<file path="src/core/fos_pkg.sv">
// Constants and types for the flash option and security block
package fos_pkg;
   // Register byte offsets on the bus
   localparam logic [7:0]  OFS_OPTIONS    = 8'h00;
   localparam logic [7:0]  OFS_CONFIG     = 8'h04;
   localparam logic [7:0]  OFS_STATUS     = 8'h08;
   // Options register fields
   localparam int          OPT_KEY_EN_BIT = 7;
   localparam int          OPT_NORED_BIT  = 6;
   localparam logic [7:0]  OPT_READ_MASK  = 8'hc3;
   localparam logic [7:0]  OPT_RESET      = 8'h00;
   // Configuration register fields
   localparam int          CFG_KEY_ACC_BIT = 5;
   localparam logic [7:0]  CFG_RW_MASK    = 8'he0;
   localparam logic [7:0]  CFG_RESET      = 8'h00;
   // Status register fields
   localparam int          STS_SECURE_BIT = 0;
   localparam int          STS_FAIL_BIT   = 1;
   localparam int          STS_UNLOCK_BIT = 2;
   localparam int          STS_CNT_LSB    = 4;
   // Security code patterns
   localparam logic [1:0]  SEC_UNSECURED  = 2'h2;
   localparam logic [1:0]  SEC_RESET      = 2'h0;
   // Backdoor key window in the flash address space
   localparam logic [15:0] KEY_BASE       = 16'hffb0;
   localparam int          KEY_BYTES      = 8;
   localparam int          KEY_IDX_W      = 3;
   localparam int          KEY_CNT_W      = 4;
   localparam logic [3:0]  KEY_CNT_FULL   = 4'h8;
   localparam logic [3:0]  KEY_CNT_ZERO   = 4'h0;
   // Bus answer states
   typedef enum logic [0:0] {
      BUS_WAIT   = 1'b0,
      BUS_ANSWER = 1'b1
   } fos_bus_t;
endpackage : fos_pkg

</file>
<file path="src/core/fos_flash_option_security.sv">
// Flash options, configuration and backdoor security logic with APB
`timescale 1ns/100ps
`default_nettype none

// Operation
// RULE_01 - Each reset reloads the options register from the option byte.
// RULE_02 - Options bits five to two always read as zero.
// RULE_03 - The options register reads any time and ignores all writes.
// RULE_04 - A clear backdoor key enable bit prevents any key unlock.
// RULE_05 - Only core firmware key writes count, debug writes do not.
// RULE_06 - Eight matching key bytes in ascending order unlock until reset.
// RULE_07 - Vector redirection is disabled when options bit six is one.
// RULE_08 - Only security code 10 means unsecured, all others mean secure.
// RULE_09 - While secure, memory requests from unsecured sources are denied.
// RULE_10 - A key match or a full blank check sets the security code to 10.
// RULE_11 - Configuration bits seven to five read and write at any time.
// RULE_12 - Configuration bits four to zero read zero and ignore writes.
// RULE_13 - With key access clear, key window writes start a flash command.
// RULE_14 - With key access set, key window writes are captured as key bytes.
// RULE_15 - With key access set, flash reads are flagged invalid.
// RULE_16 - Clearing key access compares the key and unlocks on a match.
// RULE_17 - Fewer than eight captured bytes make the comparison fail.
module fos_flash_option_security #(
   parameter int KEY_N = fos_pkg::KEY_BYTES
) (
   input  wire logic        CLOCK,
   input  wire logic        RESET_N,
   input  wire logic        PSEL,
   input  wire logic        PENABLE,
   input  wire logic        PWRITE,
   input  wire logic [7:0]  PADDR,
   input  wire logic [31:0] PWDATA,
   output var  logic [31:0] PRDATA,
   output var  logic        PREADY,
   output var  logic        PSLVERR,
   input  wire logic [7:0]  NONVOLATILE_OPTION_BYTE,
   input  wire logic [63:0] STORED_BACKDOOR_KEY,
   input  wire logic        ARRAY_WR_VALID,
   input  wire logic [15:0] ARRAY_WR_ADDR,
   input  wire logic [7:0]  ARRAY_WR_DATA,
   input  wire logic        ARRAY_WR_FROM_DEBUG,
   input  wire logic        BLANK_CHECK_PASS,
   input  wire logic        MEM_REQ_VALID,
   input  wire logic        MEM_REQ_UNSECURED_SRC,
   output var  logic        MEM_REQ_DENY,
   output var  logic        CMD_START,
   output var  logic [15:0] CMD_START_ADDR,
   output var  logic [7:0]  CMD_START_DATA,
   output var  logic        SECURE,
   output var  logic        VECTOR_REDIRECT_EN,
   output var  logic        FLASH_READ_INVALID,
   output var  logic        OPTIONS_LOADED
);

   // True when an address falls inside the backdoor key window
   function automatic logic in_key_window(input logic [15:0] a);
      in_key_window = (a[15:fos_pkg::KEY_IDX_W] ==
                       fos_pkg::KEY_BASE[15:fos_pkg::KEY_IDX_W]);
   endfunction : in_key_window

   // True for a mapped register offset
   function automatic logic is_mapped(input logic [7:0] a);
      is_mapped = (a == fos_pkg::OFS_OPTIONS) ||
                  (a == fos_pkg::OFS_CONFIG)  ||
                  (a == fos_pkg::OFS_STATUS);
   endfunction : is_mapped

   // Bus state
   fos_pkg::fos_bus_t  bus_r,     bus_nxt;
   logic [31:0]        prdata_r,  prdata_nxt;
   logic               pslverr_r, pslverr_nxt;
   // Options and security state
   logic               loaded_r,  loaded_nxt;
   logic [7:0]         opt_r,     opt_nxt;
   logic [1:0]         sec_r,     sec_nxt;
   // Configuration register
   logic [7:0]         cfg_r,     cfg_nxt;
   // Key capture state
   logic [7:0]         key_buf_r [KEY_N];
   logic [7:0]         key_buf_nxt [KEY_N];
   logic [fos_pkg::KEY_CNT_W-1:0] key_cnt_r, key_cnt_nxt;
   logic               order_ok_r, order_ok_nxt;
   logic               fail_r,    fail_nxt;
   logic               unlock_r,  unlock_nxt;
   // Registered side outputs
   logic               cmd_r,     cmd_nxt;
   logic [15:0]        cmd_addr_r, cmd_addr_nxt;
   logic [7:0]         cmd_data_r, cmd_data_nxt;
   logic               deny_r,    deny_nxt;
   logic               secure_r,  secure_nxt;
   logic               redir_r,   redir_nxt;
   logic               rdinv_r,   rdinv_nxt;

   // Shared decode terms
   logic               bus_done;
   logic               cfg_wr;
   logic               key_acc;
   logic               key_acc_clear;
   logic               key_wr;
   logic               key_match;
   logic [7:0]         rd_byte;
   logic [7:0]         sts_byte;

   // Access completes on the edge where PREADY is seen high
   always_comb begin
      bus_done = PSEL && PENABLE && (bus_r == fos_pkg::BUS_ANSWER);
      cfg_wr   = bus_done && PWRITE && (PADDR == fos_pkg::OFS_CONFIG);
      key_acc  = cfg_r[fos_pkg::CFG_KEY_ACC_BIT];
      key_acc_clear = cfg_wr && key_acc &&
                      !PWDATA[fos_pkg::CFG_KEY_ACC_BIT];        // RULE_16
      key_wr   = ARRAY_WR_VALID && in_key_window(ARRAY_WR_ADDR);
   end

   // Comparison of the captured key against the stored key
   always_comb begin
      key_match = opt_r[fos_pkg::OPT_KEY_EN_BIT] &&           // RULE_04
                  (key_cnt_r == fos_pkg::KEY_CNT_FULL) &&      // RULE_17
                  order_ok_r;                                  // RULE_06
      for (int i = 0; i < KEY_N; i++) begin
         if (key_buf_r[i] != STORED_BACKDOOR_KEY[8*i +: 8]) begin
            key_match = 1'b0;                                  // RULE_06
         end
      end
   end

   // Status byte: secure, last compare failed, unlocked by key, count
   always_comb begin
      sts_byte = 8'h00;
      sts_byte[fos_pkg::STS_SECURE_BIT] = secure_r;
      sts_byte[fos_pkg::STS_FAIL_BIT]   = fail_r;
      sts_byte[fos_pkg::STS_UNLOCK_BIT] = unlock_r;
      sts_byte[fos_pkg::STS_CNT_LSB +: fos_pkg::KEY_CNT_W] = key_cnt_r;
   end

   // Read data multiplexer
   always_comb begin
      case (PADDR)
         fos_pkg::OFS_OPTIONS: begin
            rd_byte = {opt_r[7:2], sec_r} & fos_pkg::OPT_READ_MASK; // RULE_02
         end
         fos_pkg::OFS_CONFIG: begin
            rd_byte = cfg_r & fos_pkg::CFG_RW_MASK;            // RULE_12
         end
         fos_pkg::OFS_STATUS: begin
            rd_byte = sts_byte;
         end
         default: begin
            rd_byte = 8'h00;
         end
      endcase
   end

   // APB slave: one wait cycle, then answer
   always_comb begin
      bus_nxt     = bus_r;
      prdata_nxt  = prdata_r;
      pslverr_nxt = pslverr_r;
      case (bus_r)
         fos_pkg::BUS_WAIT: begin
            if (PSEL && PENABLE) begin
               bus_nxt     = fos_pkg::BUS_ANSWER;
               prdata_nxt  = PWRITE ? 32'h0000_0000 : {24'h00_0000, rd_byte};
               pslverr_nxt = !is_mapped(PADDR);
            end
         end
         fos_pkg::BUS_ANSWER: begin
            bus_nxt     = fos_pkg::BUS_WAIT;
            prdata_nxt  = 32'h0000_0000;
            pslverr_nxt = 1'b0;
         end
         default: begin
            bus_nxt     = fos_pkg::BUS_WAIT;
            prdata_nxt  = 32'h0000_0000;
            pslverr_nxt = 1'b0;
         end
      endcase
   end

   always_ff @(posedge CLOCK or negedge RESET_N) begin
      if (!RESET_N) begin
         bus_r     <= fos_pkg::BUS_WAIT;
         prdata_r  <= 32'h0000_0000;
         pslverr_r <= 1'b0;
      end else begin
         bus_r     <= bus_nxt;
         prdata_r  <= prdata_nxt;
         pslverr_r <= pslverr_nxt;
      end
   end

   // Options load after reset release and security code updates
   always_comb begin
      loaded_nxt = 1'b1;
      opt_nxt    = opt_r;                                      // RULE_03
      sec_nxt    = sec_r;
      if (!loaded_r) begin
         opt_nxt = NONVOLATILE_OPTION_BYTE & fos_pkg::OPT_READ_MASK; // RULE_01
         sec_nxt = NONVOLATILE_OPTION_BYTE[1:0];               // RULE_01
      end else if ((key_acc_clear && key_match) || BLANK_CHECK_PASS) begin
         sec_nxt = fos_pkg::SEC_UNSECURED;                     // RULE_10
      end
   end

   always_ff @(posedge CLOCK or negedge RESET_N) begin
      if (!RESET_N) begin
         loaded_r <= 1'b0;
         opt_r    <= fos_pkg::OPT_RESET;
         sec_r    <= fos_pkg::SEC_RESET;
      end else begin
         loaded_r <= loaded_nxt;
         opt_r    <= opt_nxt;
         sec_r    <= sec_nxt;
      end
   end

   // Configuration register, upper three bits writable
   always_comb begin
      cfg_nxt = cfg_r;
      if (cfg_wr) begin
         cfg_nxt = PWDATA[7:0] & fos_pkg::CFG_RW_MASK;         // RULE_11
      end
   end

   always_ff @(posedge CLOCK or negedge RESET_N) begin
      if (!RESET_N) begin
         cfg_r <= fos_pkg::CFG_RESET;
      end else begin
         cfg_r <= cfg_nxt;
      end
   end

   // Key byte capture and comparison bookkeeping
   always_comb begin
      key_buf_nxt  = key_buf_r;
      key_cnt_nxt  = key_cnt_r;
      order_ok_nxt = order_ok_r;
      fail_nxt     = fail_r;
      unlock_nxt   = unlock_r;
      if (key_acc_clear) begin
         // Comparison ends the entry; partial bytes are dropped
         fail_nxt     = !key_match;                            // RULE_17
         unlock_nxt   = unlock_r || key_match;
         key_cnt_nxt  = fos_pkg::KEY_CNT_ZERO;
         order_ok_nxt = 1'b1;
         for (int i = 0; i < KEY_N; i++) begin
            key_buf_nxt[i] = 8'h00;
         end
      end else if (key_acc && key_wr && !ARRAY_WR_FROM_DEBUG) begin // RULE_05
         if (key_cnt_r < fos_pkg::KEY_CNT_FULL) begin
            key_buf_nxt[key_cnt_r[fos_pkg::KEY_IDX_W-1:0]] =
               ARRAY_WR_DATA;                                  // RULE_14
            key_cnt_nxt = key_cnt_r + 4'h1;
            if (ARRAY_WR_ADDR[fos_pkg::KEY_IDX_W-1:0] !=
                key_cnt_r[fos_pkg::KEY_IDX_W-1:0]) begin
               order_ok_nxt = 1'b0;                            // RULE_06
            end
         end else begin
            order_ok_nxt = 1'b0;                               // RULE_06
         end
      end
   end

   always_ff @(posedge CLOCK or negedge RESET_N) begin
      if (!RESET_N) begin
         for (int i = 0; i < KEY_N; i++) begin
            key_buf_r[i] <= 8'h00;
         end
         key_cnt_r  <= fos_pkg::KEY_CNT_ZERO;
         order_ok_r <= 1'b1;
         fail_r     <= 1'b0;
         unlock_r   <= 1'b0;
      end else begin
         key_buf_r  <= key_buf_nxt;
         key_cnt_r  <= key_cnt_nxt;
         order_ok_r <= order_ok_nxt;
         fail_r     <= fail_nxt;
         unlock_r   <= unlock_nxt;
      end
   end

   // Command start, access deny and level outputs
   always_comb begin
      cmd_nxt      = key_wr && !key_acc;                       // RULE_13
      cmd_addr_nxt = cmd_nxt ? ARRAY_WR_ADDR : 16'h0000;
      cmd_data_nxt = cmd_nxt ? ARRAY_WR_DATA : 8'h00;
      secure_nxt   = (sec_nxt != fos_pkg::SEC_UNSECURED);      // RULE_08
      deny_nxt     = MEM_REQ_VALID && MEM_REQ_UNSECURED_SRC &&
                     secure_r;                                 // RULE_09
      redir_nxt    = loaded_nxt &&
                     !opt_nxt[fos_pkg::OPT_NORED_BIT];         // RULE_07
      rdinv_nxt    = cfg_nxt[fos_pkg::CFG_KEY_ACC_BIT];        // RULE_15
   end

   always_ff @(posedge CLOCK or negedge RESET_N) begin
      if (!RESET_N) begin
         cmd_r      <= 1'b0;
         cmd_addr_r <= 16'h0000;
         cmd_data_r <= 8'h00;
         secure_r   <= 1'b1;
         deny_r     <= 1'b0;
         redir_r    <= 1'b0;
         rdinv_r    <= 1'b0;
      end else begin
         cmd_r      <= cmd_nxt;
         cmd_addr_r <= cmd_addr_nxt;
         cmd_data_r <= cmd_data_nxt;
         secure_r   <= secure_nxt;
         deny_r     <= deny_nxt;
         redir_r    <= redir_nxt;
         rdinv_r    <= rdinv_nxt;
      end
   end

   // Port drive from flip-flops
   assign PRDATA             = prdata_r;
   assign PREADY             = bus_r;
   assign PSLVERR            = pslverr_r;
   assign CMD_START          = cmd_r;
   assign CMD_START_ADDR     = cmd_addr_r;
   assign CMD_START_DATA     = cmd_data_r;
   assign SECURE             = secure_r;
   assign MEM_REQ_DENY       = deny_r;
   assign VECTOR_REDIRECT_EN = redir_r;
   assign FLASH_READ_INVALID = rdinv_r;
   assign OPTIONS_LOADED     = loaded_r;

endmodule : fos_flash_option_security
`default_nettype wire

</file>
<file path="config.mk">
export PLATFORM = sky130hd
export DESIGN_NAME = fos_flash_option_security
export DESIGN_NICKNAME = d
export VERILOG_FILES = /design/src/core/fos_pkg.sv /design/src/core/fos_flash_option_security.sv
export SDC_FILE = /design/constraint.sdc
export NUM_CORES = 1
export LEC_CHECK = 0
export BUFFER_PORTS_ARGS = -buffer_cell sky130_fd_sc_hd__buf_2
export CAP_MARGIN = 20
export CORE_MARGIN = 1.5
export CORE_UTILIZATION = 45
export DETAILED_ROUTE_END_ITERATION = 8
export GPL_TIMING_DRIVEN = 0
export PLACE_DENSITY = 0.82
export SETUP_SLACK_MARGIN = 0.1
export SKIP_LAST_GASP = 1
export SLEW_MARGIN = 10
export SYNTH_ARGS = -nofsm -noshare
export SYNTH_HDL_FRONTEND = slang
export SYNTH_SLANG_ARGS = --single-unit
</file>
<file path="constraint.sdc">
create_clock -name CLOCK -period 2.05 [get_ports CLOCK]
set_input_delay 0.205 -clock CLOCK [delete_from_list [all_inputs] [get_ports CLOCK]]
set_output_delay 0.205 -clock CLOCK [all_outputs]
set_load 0.02 [all_outputs]
</file>
==> flow_summary.toml, run 1 <==
[critical_path]
critPathMaxFanout = 5
endpoint_kind = "flop"
worstSetupStartpointType = "flop"
cp-startpoint = "key_buf_r[39]"
r2r_slack_ps = -60
worstPathRequired_ps = 2350
worstReg2RegStart = "key_buf_r[39]"
crit_type = "reg -> reg"
arrival_ps = 2400

[route]
drt-total-wl_um = 15600
drc = 0
dr.first_iter.drc_count = 471
antenna_left = 0
drtPass1Iterations = 5
vias_per_cell = 5.23
routedWlPerCell_um = 17.0
via_count = 4808

[die]
core_mm2 = 0.0121
die_y_um = 114
dieArea_mm2 = 0.0131
initial_core_util_pct = 46.2
pin_count = 210
fp.dieW_um = 114
rows = 40

[run_status]
status = "finished with violations"
failed_checks = "negative setup slack"

[timing]
setup_viol = 4
final.setup.worst_slack_ps = -59.2
drv_slew = 0
rsz0062_at_grt = "yes"
slew_headroom_pct = 62.9
hold_viol = 0
fin_crit_ps = 2110
worst_clock_skew_ps = 10.2
tns_ps = -109
fmax_ghz = 0.474
max_slew.worst_pin.slew_ps = 556
period_share_pct = 103

[global_route]
grtUsageTotal_pct = 24.3
grt_max_degree = 92
first_global_vias = 4623
grt_pass1_wl_um = 23800
grt-ovfl-total = 0
antenna_found_initial = 0

[hold_path]
min_from = "NONVOLATILE_OPTION_BYTE[6]"
hold_class = "in -> reg"

[layout]
nFillCells = 998
syn_to_final_growth_pct = 33.6
antennaDiodeCount = 0
final_nets = 887
multi_input_area_mm2 = 0.00241
seqCellArea_mm2 = 0.00291
drive_gt1_share_pct = 35.0
stdcell_count = 920

[clock_network]
clock-root-buffer = "clkbuf_16"
clkSinkCount = 116
cts_tree = "done"
clockBufferDepth = 2
htreeDepth = 4
cts_buffers = 17
clkTransAtPathRegs_ps = 60
clkLatencyLatePin_ps = 410

[logic_synthesis]
syn_inst = 532
synth_area_leader_cell = "dfrtp_1"
yosys_register_bits = 116
syn_avg_cell_area_um2 = 10.5
synth_edf_count = 0
yosysWarnings = 0
ys.flop_type = "dfrtp_1"
seq_area_frac_synth_pct = 52.1
ys_async_sr_fraction_pct = 100
netlist_top_cells_area = "dfrtp_1, nand3_1, xnor2_1, xor2_1, o21ai_0"
syn_area_mm2 = 0.00557
netlist.area_leader.share_pct = 51.2
ys_types = 50

[placement]
pre_cts_ws_ps = -414
dpl.cell_count = 876
post-dp-hpwl_um = 10900
place_congestion = 0.837
numPortBuffers = 149

[flow_run]
maxCapViolCount = 0

[power_and_ir_drop]
ir_worst_vdd_mv = 0.462
power.density_mw_per_mm2 = 770
leakage_nw = 3.77
[what timing repair did]
item                       4_1_cts  5_1_grt
gates resized for setup          8       12
hold buffers                     1        0
pin swaps                        5        1
setup buffers                    8        3
hold endpoints to repair        25        0
setup endpoints to repair       57       30
[Yosys cell counts, types with 4 or more instances]
library cell,number
a21oi_1,6
and2_1,12
buf_2,9
buf_4,26
buf_6,5
clkbuf_1,12
dfrtp_1,114
inv_1,15
mux2_2,4
mux2i_1,6
nand2_1,31
nand2b_1,6
nand3_1,66
nand4_1,11
nand4_4,4
nor2_1,25
nor4_1,10
o21ai_0,43
o21ai_1,26
xnor2_1,31
xor2_1,29
[final timing paths]
check / to / cells past startpoint
hold / removal: VECTOR_REDIRECT_EN / 2
hold reg to reg: PRDATA[5] / 2
setup reg to reg: sec_r[0] / 7
max in group asynchronous: order_ok_r / 3
min in group asynchronous: MEM_REQ_DENY / 2
setup / recovery: sec_r[0] / 7
[cell families (layout without fill, tap and decap cells)]
logic type	after synthesis	in the layout	synth area share, %
xor gates and xnor gates	60	60	9.43
adders and majority gates	2	2	0.449
muxes	10	10	1.89
AOI/OAI and AO/OA	93	93	9.45
buffers and inverters	67	261	7.14
and+or+nand+nor	182	182	19.4
DFF	116	116	52.1
other	2	28	0.135
[registers in the layout, summed over array words and instances, names as in the netlist]
name	count
key_buf_r	64
CMD_START_ADDR	16
CMD_START_DATA	8
PRDATA	7
key_cnt_r	4
cfg_r	3
opt_r	2
sec_r	2
CMD_START	1
MEM_REQ_DENY	1
OPTIONS_LOADED	1
PREADY	1
PSLVERR	1
SECURE	1
VECTOR_REDIRECT_EN	1
fail_r	1
order_ok_r	1
unlock_r	1
[critical path: stages (launching register included)]
cell	delay (ps)
dfrtp_1	440
xor2_1	170
nor4_2	360
nand4_1	200
nor4_2	260
nand4_1	140
buf_4	200
a32o_1	220
[metal layers]
layer	share of wire, %	vias up	GRT usage [%]
met1	41	2298	29.4
met2	50	255	41.9
met4	3.2	0	11.8
met3	6.2	39	4.39
met5	0	-	0
li1	-	2216	-
[through the flow]
step	cell area, um2	util, %	hold slack [ps]	total power [W]
3_5_place_dp	6710	55.6	85.4	0.00279
3_3_place_gp	6680	55.3	422	0.00277
6_report	7450	61.7	37.5	0.00573
4_1_cts	7400	61.4	27.8	0.00573
2_1_floorplan	5720	-	-90.6	0.00256
5_1_grt	7450	61.7	21.5	0.00588
[layout make-up]
| type | count | area share, % |
|---|---|---|
| Tap cell | 168 | 2.82 |
| Sequential cell | 116 | 39.0 |
| Clock inverter | 10 | 1.76 |
| Multi-Input combinational cell | 375 | 32.4 |
| Clock buffer | 22 | 6.10 |
| Timing Repair Buffer | 162 | 11.7 |
| Inverter | 15 | 0.857 |
| Buffer | 52 | 5.29 |
[placed cells by master (no fill, tap or decap), types with 12 or more instances in the layout]
| cell type | n |
|---|---|
| buf_2 | 152 |
| xor2_1 | 29 |
| buf_4 | 37 |
| xnor2_1 | 31 |
| nor2_1 | 25 |
| o21ai_1 | 26 |
| and2_1 | 12 |
| nand2_1 | 28 |
| dfrtp_1 | 114 |
| o21ai_0 | 43 |
| conb_1 | 28 |
| nand3_1 | 65 |
| clkbuf_16 | 17 |
| inv_1 | 13 |
[power by group]
part / switching, W / internal, W
combinational: 0.000249 / 0.000186
clock: 0.00104 / 0.00193
sequential: 0.0000132 / 0.00231
total: 0.00130 / 0.00443
Power figures use the tool's default switching activity.
==> run 2, diff against run 1 <==
Settings changed: GPL_ROUTABILITY_DRIVEN set to 0, MAX_ROUTING_LAYER set to met4.
==> flow_summary.toml, run 2 (synthesis gave the netlist of run 1 again) <==
[power_and_ir_drop]
power.density_mw_per_mm2 = 769
power_frac_seq_pct = 40.6
p_int_w = 0.00443
clockPowerShare_pct = 51.8
switching_power_w = 0.00130
leakage_nw = 3.77
switching_share_pct = 22.7
p_comb_share_pct = 7.6
ir_worst_vdd_mv = 0.464

[route]
via_count = 4845
route.met3.wl_um = 1060
routedWlPerCell_um = 16.9
drtPass1Iterations = 5
top_layer_used = "met4"
wl_met1_um = 6210
vias_per_cell = 5.27
drt-total-wl_um = 15600
wl_met2_um = 7810
antenna_left = 0
drc = 0
dr.first_iter.drc_count = 465

[layout]
largest-register = "key_buf_r"
layout_commonest_cell = "buf_2"
largest_reg_flops = 64
nFillCells = 998
stdcell_count = 920
antennaDiodeCount = 0
multi_input_area_mm2 = 0.00241
syn_to_final_growth_pct = 33.6
layout_common_cells = "buf_2, dfrtp_1, nand3_1"
final_nets = 887
drive_gt1_share_pct = 35.0
seqCellArea_mm2 = 0.00291
final_util_pct = 61.7

[global_route]
antenna_found_initial = 0
first_global_vias = 4626
grt_max_degree = 92
grt-ovfl-total = 0
grt_pass1_wl_um = 23800
grtUsageTotal_pct = 25.0

[die]
core_mm2 = 0.0121
initial_core_util_pct = 46.2
pin_count = 210
rows = 40
dieArea_mm2 = 0.0131
fp.dieW_um = 114
die_y_um = 114

[placement]
numPortBuffers = 149
dpl.cell_count = 876
pre_cts_ws_ps = -414
post-dp-hpwl_um = 10900

[timing]
hold_viol = 0
tns_ps = -77.9
worst_clock_skew_ps = 7.68
fmax_ghz = 0.476
setup_viol = 2
rsz0062_at_grt = "yes"
final.setup.worst_slack_ps = -49.5
slew_headroom_pct = 61.7
max_slew.worst_pin.slew_ps = 575
period_share_pct = 102
drv_slew = 0
fin_crit_ps = 2100
whs_ps = 30.0

[clock_network]
clockBufferDepth = 2
clkSinkCount = 116
htreeDepth = 4
clock-root-buffer = "clkbuf_16"
cts_tree = "done"
clkTransAtPathRegs_ps = 60
cts_buffers = 17
clkLatencyLatePin_ps = 410

[critical_path]
path_cells = "xor2_1, nor4_2, nand4_1, nor4_2, nand4_1, buf_4, a32o_1"
slowest_delay_ps = 440
cpMaxStageDelayCell = "dfrtp_1"
endpoint_kind = "flop"
crit_type = "reg -> reg"
worstPathRequired_ps = 2350
critPathMaxFanout = 5
worstSetupStartpointType = "flop"
arrival_ps = 2400

[flow_run]
maxCapViolCount = 0

[hold_path]
hold_class = "in -> reg"

[run_status]
status = "finished with violations"
failed_checks = "negative setup slack"
run 2: layer usage:
| layer | vias up | track usage [%] |
|---|---|---|
| met5 | - | - |
| met3 | 44 | 4.39 |
| met4 | 0 | 11.8 |
| met1 | 2314 | 29.5 |
| li1 | 2214 | - |
| met2 | 273 | 41.9 |
run 2: area by class of cell:
class,count,area share [%]
flip-flops and latches,116,39.0
well taps,168,2.82
plain buffers,52,5.29
repair buffers,162,11.7
clock buffers,22,6.10
multi-input cells,375,32.4
clock inverters,10,1.76
inverters,15,0.857
run 2: stage by stage:
step	area (um2)	power (W)
floorplan	5720	0.00256
detailed placement	6710	0.00279
finish	7450	0.00573
global placement	6680	0.00277
CTS	7400	0.00573
global route	7450	0.00588
run 2: worst paths after layout:
kind	slack (ps)	depth (start not counted)	start	end
worst max-delay path	-50	7	key_buf_r[39]	sec_r[0]
max in group asynchronous	1100	3	RESET_N	order_ok_r
worst max register to register	-50	7	key_buf_r[39]	sec_r[0]
min in group asynchronous	220	2	RESET_N	MEM_REQ_DENY
worst min register to register	480	2	PRDATA[5]	PRDATA[5]
worst min-delay path	30	2	NONVOLATILE_OPTION_BYTE[6]	VECTOR_REDIRECT_EN
run 2: worst max-delay path, delay by kind of cell (launching register included):
kind,cells,cell delay [ps]
AND/OR/NAND/NOR,4,960
flip-flops,1,440
AO/OA/AOI/OAI,1,210
buffers and inverters,1,200
XOR/XNOR,1,170
run 2: power by group through the flow:
stage / clock (W) / sequential [W] / combinational [W]
floorplan: 0 / 0.00238 / 0.000183
CTS: 0.00298 / 0.00233 / 0.000432
finish: 0.00297 / 0.00233 / 0.000434
global route: 0.00308 / 0.00233 / 0.000472
detailed placement: 0 / 0.00236 / 0.000423
global placement: 0 / 0.00236 / 0.000409
run 2: repair_timing:
action                                  4_1_cts  5_1_grt
pin swaps                                     5        1
resized for setup                             8       12
hold endpoints to repair                     25        0
setup buffers                                 8        3
hold buffers                                  1        0
endpoints found under the setup margin       57       30
==> run 3, diff against run 2 <==
Settings changed: ABC_AREA set to 1, GPL_TIMING_DRIVEN 0 to not set, PLACE_DENSITY 0.82 to 0.81.
==> flow_summary.toml, run 3 <==
[logic_synthesis]
synth_area_leader_cell = "dfrtp_1"
synth_xor_area_share_pct = 1.80
yosys_register_bits = 116
syn_area_mm2 = 0.00584
ys.flop_type = "dfrtp_1"
netlist_top_cells_area = "dfrtp_1, nand2_1, inv_1, nor2_1, o21ai_0"
yosysWarnings = 0
synth_compound_area_share_pct = 9.75
synthTopCellsByCount = "nand2_1, inv_1, dfrtp_1, nor2_1, o21ai_0"
synth-adder-area-share_pct = 0.428
yosys-mux-area-fraction_pct = 0.386
yosys.area_share.simple_pct = 25.7
synth_most_common_cell = "nand2_1"
netlist.area_leader.share_pct = 48.8
ys_async_sr_fraction_pct = 100
syn_inst = 765
synth_edf_count = 0
seq_area_frac_synth_pct = 49.7
synth_top_family_by_area = "simple AND/OR/NAND/NOR gates"
syn_avg_cell_area_um2 = 7.64
ys_types = 38

[clock_network]
clkLatencyLatePin_ps = 400
clkSinkCount = 116
clock-root-buffer = "clkbuf_16"
htreeDepth = 4
cts_setup_buffers = 0
clockBufferDepth = 2
clkTransAtPathRegs_ps = 60
cts_buffers = 17
cts_tree = "done"

[power_and_ir_drop]
leakage_nw = 4.29
ir_worst_vdd_mv = 0.723
power.density_mw_per_mm2 = 772

[layout]
final_nets = 1096
final_util_pct = 59.3
drive_gt1_share_pct = 22.7
largest_reg_flops = 64
nFillCells = 1129
stdcell_count = 1133
largest-register = "key_buf_r"
syn_to_final_growth_pct = 28.0
layout_commonest_cell = "nand2_1"
layout_common_cells = "nand2_1, buf_2, inv_1"
antennaDiodeCount = 0

[die]
pin_count = 210
rows = 41
core_mm2 = 0.0126
initial_core_util_pct = 46.3
fp.dieW_um = 117
dieArea_mm2 = 0.0137
die_y_um = 117

[timing]
drv_slew = 0
fmax_ghz = 0.549
tns_ps = 0
setup_viol = 0
period_share_pct = 88.9
rsz0062_at_grt = "no"
hold_viol = 0
worst_clock_skew_ps = 11.1
max_slew.worst_pin.slew_ps = 645
fin_crit_ps = 1820
slew_headroom_pct = 57.0

[global_route]
grt_pass1_wl_um = 24900
first_global_vias = 5240
antenna_found_initial = 0
grt_max_degree = 48
grtUsageTotal_pct = 25.1
grt-ovfl-total = 0

[critical_path]
crit_type = "reg -> reg"
worstSetupStartpointType = "flop"
worstPathRequired_ps = 2310
endpoint_kind = "flop"
critPathMaxFanout = 18
arrival_ps = 2080

[route]
vias_per_cell = 4.78
drt-total-wl_um = 15800
antenna_left = 0
drtPass1Iterations = 5
via_count = 5415
routedWlPerCell_um = 14.0
dr.first_iter.drc_count = 395
drc = 0

[placement]
numPortBuffers = 151
post-dp-hpwl_um = 11800
dpl.cell_count = 1098

[run_status]
status = "completed"

[flow_run]
maxCapViolCount = 0

[hold_path]
hold_class = "in -> reg"
-- run 3: cell families (layout without fill, tap and decap cells) --
| family | after synthesis | count (layout) |
|---|---|---|
| and+or+nand+nor | 366 | 366 |
| AOI/OAI and AO/OA | 103 | 103 |
| other | 2 | 28 |
| xor gates and xnor gates | 12 | 12 |
| buffers and inverters | 162 | 332 |
| muxes | 2 | 2 |
| DFF | 116 | 116 |
| adders and majority gates | 2 | 2 |
-- run 3: routing by layer --
| layer | share of wire (%) | global-route usage [%] |
|---|---|---|
| met1 | 42 | 30.7 |
| met2 | 47 | 40.5 |
| met3 | 7.1 | 5.30 |
| met4 | 3.5 | 10.4 |
| met5 | 0 | - |
-- run 3: what timing repair did --
action,in CTS,in global routing
endpoints found under the hold margin,43,0
resized for setup,0,3
hold buffers,3,0
setup endpoints to repair,0,4
-- run 3: stage by stage --
stage | total power (W) | hold WS [ps] | cell area, um2 | setup WS, ps
finish | 0.00577 | 21.2 | 7480 | 227
global route | 0.00596 | 33.0 | 7480 | 134
CTS | 0.00580 | 10.4 | 7470 | 181
detailed placement | 0.00277 | 271 | 6830 | 182
global placement | 0.00276 | 264 | 6830 | 214
floorplan | 0.00257 | -90.6 | 5940 | 395
-- run 3: worst paths after layout --
kind / startpoint / to / slack [ps] / depth (start not counted)
min reg2reg: unlock_r / unlock_r / 460 / 2
min: NONVOLATILE_OPTION_BYTE[0] / sec_r[0] / 20 / 3
max reg2reg: PREADY / key_buf_r[20] / 230 / 6
max in group asynchronous: RESET_N / CMD_START_ADDR[15] / 990 / 3
min in group asynchronous: RESET_N / OPTIONS_LOADED / 370 / 2
max: PREADY / key_buf_r[20] / 230 / 6
-- run 3: report_power, final --
part,internal [W],switching [W]
combinational,0.000148,0.000262
clock,0.00203,0.00101
sequential,0.00231,0.0000112
total,0.00449,0.00128
-- run 3: area by class of cell --
type	count	area, um2	share of cell area, %
clock buffer	23	488	6.53
clock inverter	9	125	1.67
tap	172	215	2.88
sequential	116	2910	38.9
multi-input combinational	513	2340	31.3
inverter	131	492	6.58
timing repair buffer	169	913	12.2
-- run 3: worst max-delay path, stage by stage (launching register included) --
cell and delay, ps:
dfrtp_1 390, nand2_1 60, nor2_1 210, nand4_2 240, buf_4 270, nand2_1 340
o21ai_0 170
